`config.mk`:
```
export PLATFORM = sky130hd
export DESIGN_NAME = prd_deskew_top
export DESIGN_NICKNAME = d
export VERILOG_FILES = /design/src/logic/prd_pkg.sv /design/src/logic/prd_buf.sv /design/src/logic/prd_deskew_top.sv
export VERILOG_INCLUDE_DIRS = /design/src /design/src/logic
export SDC_FILE = /design/constraint.sdc
export NUM_CORES = 1
export LEC_CHECK = 0
export ABC_CLOCK_PERIOD_IN_PS = 4600
export BUFFER_PORTS_ARGS = -buffer_cell sky130_fd_sc_hd__buf_2
export CORE_MARGIN = 1.5
export CORE_UTILIZATION = 50
export CTS_CLUSTER_SIZE = 20
export DETAILED_ROUTE_END_ITERATION = 8
export GPL_TIMING_DRIVEN = 1
export MAX_ROUTING_LAYER = met4
export PLACE_DENSITY = 0.69
export REMOVE_ABC_BUFFERS = 1
export SYNTH_ARGS = -nofsm -noshare
export SYNTH_HDL_FRONTEND = slang
export SYNTH_SLANG_ARGS = --single-unit
```
`constraint.sdc`:
```
create_clock -name CLK -period 4.6 [get_ports CLK]
set_input_delay 0.46 -clock CLK [delete_from_list [all_inputs] [get_ports CLK]]
set_output_delay 0.46 -clock CLK [all_outputs]
set_load 0.05 [all_outputs]
```
`src/logic/prd_defines.svh`:
```
`ifndef PRD_DEFINES_SVH
`define PRD_DEFINES_SVH
// ----------------------------------------------------------------------
// geometry and timing
// ----------------------------------------------------------------------
`define PRD_TRACKS 9
`define PRD_STAGES 4
`define PRD_PRE_ZEROS 25
`define PRD_CLK_NS 20
`define PRD_ACT_WIN_NS 800
`define PRD_ACT_WIN_CYC (`PRD_ACT_WIN_NS / `PRD_CLK_NS)
`define PRD_BUF_W 12
`endif

```
`src/logic/prd_pkg.sv`:
```
`default_nettype none
package prd_pkg;
  // block sequencing: preamble search, data, postamble drain
  typedef enum logic [1:0] {S_SEARCH, S_DATA, S_POST} prd_state_t;
endpackage
`default_nettype wire
```
`src/logic/prd_buf.sv`:
```
`default_nettype none
module prd_buf #(
  parameter int W = 12
) (
  input wire logic clk, // system clock
  input wire logic srst, // sync reset
  input wire logic in_valid, // write request
  output logic in_ready, // room available
  input wire logic [W-1:0] in_data, // write word
  output logic out_valid, // word available
  input wire logic out_ready, // reader takes word
  output logic [W-1:0] out_data // head word
);
  // ----------------------------------------------------------------------
  // two-entry store
  // ----------------------------------------------------------------------
  logic [W-1:0] mem_reg [2];
  logic wr_ptr_reg;
  logic rd_ptr_reg;
  logic [1:0] cnt_reg;
  logic wr;
  logic rd;

  assign in_ready = (cnt_reg != 2'h2);
  assign out_valid = (cnt_reg != 2'h0);
  assign wr = in_valid && in_ready;
  assign rd = out_valid && out_ready;
  assign out_data = mem_reg[rd_ptr_reg];

  // pointers and occupancy; a full buffer refuses rather than overwrites
  always_ff @(posedge clk) begin
    if (srst) begin
      wr_ptr_reg <= 1'b0;
      rd_ptr_reg <= 1'b0;
      cnt_reg <= 2'h0;
    end else begin
      if (wr) wr_ptr_reg <= ~wr_ptr_reg;
      if (rd) rd_ptr_reg <= ~rd_ptr_reg;
      cnt_reg <= cnt_reg + {1'b0, wr} - {1'b0, rd};
    end
  end

  // data storage
  always_ff @(posedge clk) begin
    if (srst) begin
      mem_reg[0] <= '0;
      mem_reg[1] <= '0;
    end else if (wr) begin
      mem_reg[wr_ptr_reg] <= in_data;
    end
  end
endmodule
`default_nettype wire

```
`src/logic/prd_deskew_top.sv`:
```
`include "prd_defines.svh"
`default_nettype none
// Summary of operation
// - characters carry odd vertical parity; no block check character exists
// - characters are taken only while all nine tracks show activity, except during postamble drain
// - preamble found after about 25 zero characters then an all-ones one
// - the all-ones character closing the preamble is delivered as data
// - all-zero character is invalid unless a single dropout is flagged
// - track clock without one or zero detector output marks a dropout
// - each track has a four-stage deskew register with fill counter
// - taking a character shifts every deskew register right one stage
// - a bit arriving at a deskew register still full after that cycle's take raises skew error
// - single known dropout bit is rebuilt to give odd parity
// - two or more dropouts flag multiple-track error, no correction
// - lost start characters and trailing noise after postamble ignored
// - block opens with forty zero characters and one all-ones character
// - block closes with all-ones then forty zeros, not delivered
module prd_deskew_top #(
  parameter int ACT_WIN = `PRD_ACT_WIN_CYC
) (
  input wire logic CLK, // 50 MHz system clock
  input wire logic SRST, // sync reset, active high
  input wire logic BLOCK_START, // one-cycle pulse, new block
  input wire logic [8:0] TRK_ONE, // per-track one strobe
  input wire logic [8:0] TRK_ZERO, // per-track zero strobe
  input wire logic [8:0] TRK_CLK, // per-track recovered clock
  output logic CHAR_VALID, // character available
  input wire logic CHAR_READY, // controller takes character
  output logic [8:0] CHAR_DATA, // corrected character
  output logic CHAR_DROP, // dropout seen in character
  output logic CHAR_SKEW, // skew error seen in block
  output logic CHAR_MULTI, // multiple-track error
  output logic SKEW_ERR, // sticky skew error level
  output logic IN_DATA // preamble found, block in data
);
  localparam int NT = `PRD_TRACKS;

  // ----------------------------------------------------------------------
  // helpers
  // ----------------------------------------------------------------------
  function automatic logic [3:0] ones_count(input logic [8:0] v);
    logic [3:0] n;
    n = 4'h0;
    for (int i = 0; i < NT; i++) n = n + {3'h0, v[i]};
    return n;
  endfunction

  // ----------------------------------------------------------------------
  // pin synchronisers and clock edge detection
  // ----------------------------------------------------------------------
  logic [8:0] clk_s1_reg, clk_s2_reg, clk_s3_reg;
  logic [8:0] one_s1_reg, one_s2_reg;
  logic [8:0] zero_s1_reg, zero_s2_reg;
  logic [8:0] arr;
  logic [8:0] arr_bit;
  logic [8:0] arr_drop;

  // two flops per pin; the third clock flop only feeds the edge finder
  always_ff @(posedge CLK) begin
    if (SRST) begin
      clk_s1_reg <= 9'h000;
      clk_s2_reg <= 9'h000;
      clk_s3_reg <= 9'h000;
      one_s1_reg <= 9'h000;
      one_s2_reg <= 9'h000;
      zero_s1_reg <= 9'h000;
      zero_s2_reg <= 9'h000;
    end else begin
      clk_s1_reg <= TRK_CLK;
      clk_s2_reg <= clk_s1_reg;
      clk_s3_reg <= clk_s2_reg;
      one_s1_reg <= TRK_ONE;
      one_s2_reg <= one_s1_reg;
      zero_s1_reg <= TRK_ZERO;
      zero_s2_reg <= zero_s1_reg;
    end
  end

  // rising track clock delivers a bit; no detector output means dropout
  assign arr = clk_s2_reg & ~clk_s3_reg;
  assign arr_bit = one_s2_reg;
  assign arr_drop = ~one_s2_reg & ~zero_s2_reg;

  // ----------------------------------------------------------------------
  // activity watch
  // ----------------------------------------------------------------------
  logic [15:0] act_reg [NT];
  logic all_active;

  // a track stays active for a window after each rising track clock edge
  always_ff @(posedge CLK) begin
    for (int t = 0; t < NT; t++) begin
      if (SRST || BLOCK_START) act_reg[t] <= 16'h0000;
      else if (arr[t]) act_reg[t] <= 16'(ACT_WIN);
      else if (act_reg[t] != 16'h0000) act_reg[t] <= act_reg[t] - 16'h0001;
    end
  end

  always_comb begin
    all_active = 1'b1;
    for (int t = 0; t < NT; t++) begin
      if (act_reg[t] == 16'h0000) all_active = 1'b0;
    end
  end

  // ----------------------------------------------------------------------
  // deskew registers
  // ----------------------------------------------------------------------
  logic [3:0] bits_reg [NT]; // bit 0 is the output stage
  logic [3:0] drop_reg [NT];
  logic [2:0] fill_reg [NT];
  logic [2:0] fill_next [NT];
  logic [3:0] bits_next [NT];
  logic [3:0] drop_next [NT];
  logic [8:0] ovf;
  logic all_filled;
  logic pop;
  logic buf_in_ready;
  prd_pkg::prd_state_t st_reg;

  // a character is ready once every track holds a bit
  always_comb begin
    all_filled = 1'b1;
    for (int t = 0; t < NT; t++) begin
      if (fill_reg[t] == 3'h0) all_filled = 1'b0;
    end
  end

  // draining in data is stalled by a full buffer; preamble search and trailing noise drain freely
  assign pop = all_filled &&
    ((st_reg == prd_pkg::S_POST) ||
     (all_active && (st_reg == prd_pkg::S_SEARCH || buf_in_ready)));

  // shift on take, then put the arrival in the lowest free stage
  always_comb begin
    for (int t = 0; t < NT; t++) begin
      fill_next[t] = pop ? fill_reg[t] - 3'h1 : fill_reg[t];
      bits_next[t] = pop ? bits_reg[t] >> 1 : bits_reg[t];
      drop_next[t] = pop ? drop_reg[t] >> 1 : drop_reg[t];
      ovf[t] = arr[t] && (fill_next[t] == 3'(`PRD_STAGES));
      if (arr[t] && !ovf[t]) begin
        bits_next[t][fill_next[t][1:0]] = arr_bit[t];
        drop_next[t][fill_next[t][1:0]] = arr_drop[t];
        fill_next[t] = fill_next[t] + 3'h1;
      end
    end
  end

  always_ff @(posedge CLK) begin
    for (int t = 0; t < NT; t++) begin
      if (SRST || BLOCK_START) begin
        fill_reg[t] <= 3'h0;
        bits_reg[t] <= 4'h0;
        drop_reg[t] <= 4'h0;
      end else begin
        fill_reg[t] <= fill_next[t];
        bits_reg[t] <= bits_next[t];
        drop_reg[t] <= drop_next[t];
      end
    end
  end

  // sticky skew error for the block
  logic skew_reg;
  always_ff @(posedge CLK) begin
    if (SRST || BLOCK_START) skew_reg <= 1'b0;
    else if (ovf != 9'h000) skew_reg <= 1'b1;
  end

  // ----------------------------------------------------------------------
  // character assembly and correction
  // ----------------------------------------------------------------------
  logic [8:0] raw;
  logic [8:0] drp;
  logic [3:0] ndrop;
  logic [8:0] corr;
  logic multi;
  logic raw_zero;
  logic raw_ones;

  always_comb begin
    for (int t = 0; t < NT; t++) begin
      raw[t] = bits_reg[t][0] & ~drop_reg[t][0];
      drp[t] = drop_reg[t][0];
    end
  end

  // odd parity is the only check, so a known lost bit is recoverable
  assign ndrop = ones_count(drp);
  assign multi = (ndrop > 4'h1);
  assign corr = (ndrop == 4'h1) ? (raw | (drp & {9{~^raw}})) : raw;
  assign raw_zero = (raw == 9'h000);
  assign raw_ones = (raw == 9'h1ff) && (ndrop == 4'h0);

  // ----------------------------------------------------------------------
  // block sequencing
  // ----------------------------------------------------------------------
  logic [5:0] zcnt_reg;
  logic held_v_reg;
  logic [11:0] held_reg;
  logic push;
  logic [11:0] fresh;

  assign fresh = {multi, skew_reg, ndrop != 4'h0, corr};
  // a new valid character releases the one held back, so the closing
  // all-ones of the postamble is still held when the zeros arrive
  assign push = pop && (st_reg == prd_pkg::S_DATA) && held_v_reg &&
    !(raw_zero && ndrop != 4'h1);

  // preamble search, data and postamble drain
  always_ff @(posedge CLK) begin
    if (SRST || BLOCK_START) begin
      st_reg <= prd_pkg::S_SEARCH;
      zcnt_reg <= 6'h00;
      held_v_reg <= 1'b0;
      held_reg <= 12'h000;
    end else if (pop) begin
      unique case (st_reg)
        prd_pkg::S_SEARCH: begin
          // forty zeros are written; 25 leaves slack for lost ones
          if (raw_ones && zcnt_reg >= 6'(`PRD_PRE_ZEROS)) begin
            st_reg <= prd_pkg::S_DATA;
            held_v_reg <= 1'b1;
            held_reg <= fresh;
          end else if (raw_zero && ndrop == 4'h0) begin
            if (zcnt_reg < 6'(`PRD_PRE_ZEROS)) zcnt_reg <= zcnt_reg + 6'h01;
          end else begin
            zcnt_reg <= 6'h00;
          end
        end
        prd_pkg::S_DATA: begin
          if (raw_zero && ndrop == 4'h0) begin
            st_reg <= prd_pkg::S_POST;
            held_v_reg <= 1'b0;
          end else if (!(raw_zero && ndrop != 4'h1)) begin
            held_reg <= fresh;
          end
        end
        prd_pkg::S_POST: begin
          held_v_reg <= 1'b0;
        end
      endcase
    end
  end

  // ----------------------------------------------------------------------
  // output buffer
  // ----------------------------------------------------------------------
  logic [11:0] out_word;

  prd_buf #(.W(`PRD_BUF_W)) u_buf (
    .clk(CLK),
    .srst(SRST),
    .in_valid(push),
    .in_ready(buf_in_ready),
    .in_data(held_reg),
    .out_valid(CHAR_VALID),
    .out_ready(CHAR_READY),
    .out_data(out_word)
  );

  assign CHAR_DATA = out_word[8:0];
  assign CHAR_DROP = out_word[9];
  assign CHAR_SKEW = out_word[10];
  assign CHAR_MULTI = out_word[11];
  assign SKEW_ERR = skew_reg;
  assign IN_DATA = (st_reg == prd_pkg::S_DATA);
endmodule
`default_nettype wire

```
## After elaboration in Yosys (flattened, before gate mapping)

Memories as Yosys holds them, arrays and structs flattened. A register that Yosys moved wholly into a read port is not among the register bits.
Index checks and enable logic that the tools add are counted.

| cells by class | value |
|---|---|
| add/sub/neg operators | 38 |
| order comparisons | 21 |
| eq/ne operators | 20 |
| muxes and demuxes | 242 |
| bitwise operators | 73 |
| reduce and logical (&&, ||, !) cells | 91 |

Operators with widths:

| cell | number |
|---|---|
| $mux 16 | 18 |
| $mux 4 | 54 |
| $logic_not 16->1 | 9 |
| $reduce_bool 16->1 | 9 |
| $sub 16x1->16 const B | 9 |
| $mux 1 | 104 |
| $mux 3 | 27 |
| $bwmux 4 | 18 |
| $mux 12 | 4 |
| $or 1x1->1 | 45 |
| $logic_and 1x1->1 | 38 |
| $add 3x1->3 const B | 9 |
| $and 9x9->9 | 3 |
| $eq 3x3->1 const B | 9 |
| $logic_not 3->1 | 9 |
| $lt 2x3->1 const B | 9 |
| $not 9->9 | 3 |
| $sub 3x1->3 const B | 9 |
| $pmux 12 s2 | 1 |
| $add 4x1->4 | 5 |
| $demux 1 s2 | 9 |
| $ge 2x1->1 const B | 9 |
| $mux 6 | 2 |
| $not 1->1 | 12 |
| other kinds (35) | 61 |

| word-level totals | value |
|---|---|
| register bits | 89 |
| bits in writable memories | 267 |
| input port bits | 31 |
| word-level logic and storage cells | 505 |
| memories | 5 |

Memory list:

| memory | depth | bits a word | rd ports | clocked after memory_dff | write ports | RTL line | source |
|---|---|---|---|---|---|---|---|
| act_reg | 9 | 16 | 9 | 0 | 9 | prd_deskew_top.sv:87 | `logic [15:0] act_reg [NT];` |
| bits_reg | 9 | 4 | 9 | 0 | 9 | prd_deskew_top.sv:109 | `logic [3:0] bits_reg [NT];` |
| drop_reg | 9 | 4 | 9 | 0 | 9 | prd_deskew_top.sv:110 | `logic [3:0] drop_reg [NT];` |
| fill_reg | 9 | 3 | 9 | 0 | 9 | prd_deskew_top.sv:111 | `logic [2:0] fill_reg [NT];` |
| u_buf.mem_reg | 2 | 12 | 1 | 1 | 2 | prd_buf.sv:17 | `logic [W-1:0] mem_reg [2];` |

## Depth between registers and ports, before layout

| logic depth | value |
|---|---|
| depth after elaboration | 22 |
| mapped depth | 20 |

## By module

A second synthesis with hierarchy kept.

| unflattened totals | value |
|---|---|
| cells, all modules | 1947 |
| area total of the unflattened synthesis | 18336.3 sq um |

By module, submodules not included:

| module | times used | cells an instance | area an instance (sq um) | sequential area each (sq um) |
|---|---|---|---|---|
| prd_deskew_top | 1 | 1844 | 16998.8 | 8007.7 |
| prd_buf | 1 | 103 | 1337.5 | 820.8 |

## Worst setup path after synthesis

OpenSTA, ideal clock, no wires.

| timing path | value |
|---|---|
| kind | flip-flop to flip-flop |
| start point | memory drop_reg[1][0] |
| end point | register held_reg[11] |
| setup time | 0.086 ns |
| arrival time | 4.511 ns |
| required time | 4.514 ns |
| path slack | 0.003 ns |
| cell stages (with the launch flop) | 16 |
| buffers on the path | 1 |
| clock period less this slack | 4.597 ns |
| cells stage by stage | dfxtp_1 > fa_1 > inv_1 > fa_1 > fa_1 > fa_1 > fa_1 > nor2_1 > nand3_1 > a21boi_0 > nand2_1 > o41ai_1 > o2111a_1 > clkbuf_1 > nor2_1 > a211oi_1 |

RTL lines:

| element | RTL line | source |
|---|---|---|
| start, declared | prd_deskew_top.sv:110 |  |
| end signal, assigned | prd_deskew_top.sv:224 | `held_reg <= fresh;` |
| end signal, assigned | prd_deskew_top.sv:236 | `held_reg <= fresh;` |
| end, declared | prd_deskew_top.sv:200 | `logic [11:0] held_reg;` |

==> results.toml <==
[critical_path]
r2r_slack_ns = 0.24
crit_required_ns = 5.01
critPathMaxFanout = 6
crit_type = "reg2reg"
arrival_ns = 4.77
cp-start-kind = "flip-flop"
setup.worst_path.end_class = "flip-flop"

[finish]
largest_reg_flops = 144
final-seq-area_um2 = 8830
n_antenna_cell = 0
syn2layout_area_growth_pct = 12.6
fin_area_um2 = 20000
multiInputGateArea_um2 = 8390
fill_cells = 2980
nets = 2017
drive_gt1_share_pct = 10.4

[place]
dp_hpwl_mm = 24.2
gp_congestion = 0.826
dp_slack_ns = 0.126
place_area_um2 = 18700
port_buffers = 45

[sta]
hold_violations = 0
clock_skew_ns = 0.0303
hold_ws_ns = 0.119
max_freq_mhz = 229
relSlewSlack_pct = 43.7
min_period_over_period_pct = 94.8
worst_pin_slew_ns = 0.841
finalWorstSetupSlack_ns = 0.239
finalMaxSlewViolations = 0
period_needed_ns = 4.36
setup_viol = 0
rsz0062_at_grt = "false"

[drt]
ant_nets = 0
drc = 0
routed_wirelength_mm = 35.1
vias = 12500
drtIter0Drc = 675
post_drt_wl_per_cell_um = 14.7
dr.pass1.iters = 5
via_per_inst = 5.25

[run_status]
status = "finished, final reports clean"

[synth]
yosys-top-cells-count = "245 x nand2_1, 224 x nor2_1, 189 x dfxtp_1"
syn-cell-area_um2 = 17800
netlist_instances = 1839
yosysMostFrequentCell = "nand2_1"
ys_warn_count = 0
ys_seq_area_share_pct = 49.6
synth.avg_cell_area_um2 = 9.67
synth_edf_count = 168
ys_ff_latch = 357
synth_top_area_cell = "edfxtp_1"
synth_async_sr_flop_share_pct = 0
synth_flop_cell = "dfxtp_1"
ys_types = 67
synth_top_area_share_pct = 28.4
synth.area.top_cells = "edfxtp_1 28%, dfxtp_1 21%, ha_1 5.8%"

[floorplanning]
die_w_um = 192
rows = 68
start_util_pct = 51.1
die_area_um2 = 36700
ioPinCount = 46
core_area_um2 = 34800
chipHeight_um = 192

[cts]
path_clk_slew_ns = 0.06
cts_tree = "built"
cts-root-buf = "clkbuf_16"
cts_buffers = 39
hold_buffers = 0
h-tree-depth = 2
clock_path_buffers = 3
clock-sinks = 357
clk_latency_ns = 0.55

[worst_hold_path]
hold_path_class = "in2reg"

[pwr]
power_density_nw_per_um2 = 552
power.switching_w = 0.00370
vdd_ir_drop_max_mv = 0.367
p_int_w = 0.00735
p_leak_nw = 8.16
sw_frac_of_total_pct = 33.5
p_clk_share_pct = 28.7
p_total_w = 0.0111
seqPwrFrac_pct = 39.1
comb_power_share_pct = 32.2

[global_routing]
grt_overflow = 0
antenna_found_initial = 0
grt_pass1_vias = 12200
grt_pass1_wl_mm = 58.7
grt_max_degree = 57
track_usage_pct = 20.1

[run]
cap_violations = 0
timing repair:
item,4_1_cts,5_1_grt
gates resized for setup,0,8
setup endpoints to repair,0,72
buffers inserted,0,0
worst paths after layout:
path             startpoint              to  depth (start not counted)
min             TRK_ZERO[6]  zero_s1_reg[6]                          2
max reg2reg  drop_reg[1][0]       st_reg[1]                         17
min reg2reg   clk_s1_reg[3]   clk_s2_reg[3]                          1
max          drop_reg[1][0]       st_reg[1]                         17
power groups by stage:
stage / Combinational, W / Clock (W) / Sequential, W
finish: 0.00356 / 0.00317 / 0.00433
global route: 0.00402 / 0.00337 / 0.00440
CTS: 0.00356 / 0.00324 / 0.00432
detailed placement: 0.00351 / 0 / 0.00438
global placement: 0.00344 / 0 / 0.00436
floorplan: 0.00279 / 0 / 0.00429
cells in the final DEF (no fill, tap or decap), types with 41 or more instances in the layout:
cell	count
ha_1	82
nand2_1	245
dfxtp_1	189
or3_1	41
nor2_1	223
nor2b_1	83
buf_2	44
edfxtp_1	168
xnor2_1	100
inv_1	95
a21oi_1	73
nand3_1	41
xor2_1	41
clkbuf_16	41
metal layers:
layer / up-vias / track usage (%) / part of all wire (%)
met2: 193 / 32.2 / 46
met5: - / - / 0
li1: 6395 / - / -
met4: 0 / 5.08 / 1.9
met1: 5871 / 26.9 / 48
met3: 52 / 3.14 / 4.1
through the flow:
stage	std cells	util, %	TNS (ns)
2_1_floorplan	1772	-	-316.03
3_3_place_gp	2313	53.7	0
3_5_place_dp	2313	53.7	0
4_1_cts	2385	57.4	0
5_1_grt	2385	57.5	0
6_report	2385	57.5	0
critical path: stages (launching register included):
cell and delay [ns]:
dfxtp_1 0.33, fa_1 0.53, inv_1 0.05, fa_1 0.49, fa_1 0.44, fa_2 0.36
fa_1 0.39, nor2_1 0.10, nand3_1 0.08, a21boi_0 0.16, buf_4 0.16, nand2_1 0.06
o41ai_2 0.36, buf_4 0.18, and3_2 0.23, nand2_1 0.10, a22oi_1 0.17, nor2_1 0.05
layout make-up:
| type | instances | area share, % |
|---|---|---|
| Multi-Input combinational cell | 1320 | 41.9 |
| Tap cell | 455 | 2.84 |
| Inverter | 95 | 1.78 |
| Clock inverter | 16 | 0.875 |
| Sequential cell | 357 | 44.1 |
| Clock buffer | 56 | 5.66 |
| Timing Repair Buffer | 86 | 2.88 |
cell families (layout without fill, tap and decap cells):
logic type / Yosys count / in the layout / share of synthesized area (%)
muxes: 70 / 70 / 4.19
DFF: 357 / 357 / 49.6
xor gates and xnor gates: 143 / 143 / 7.13
buffers and inverters: 162 / 253 / 3.58
AOI/OAI and AO/OA: 191 / 191 / 6.69
adders and majority gates: 87 / 87 / 6.33
and+or+nand+nor: 829 / 829 / 22.5
(Power assumes the default switching activity.)
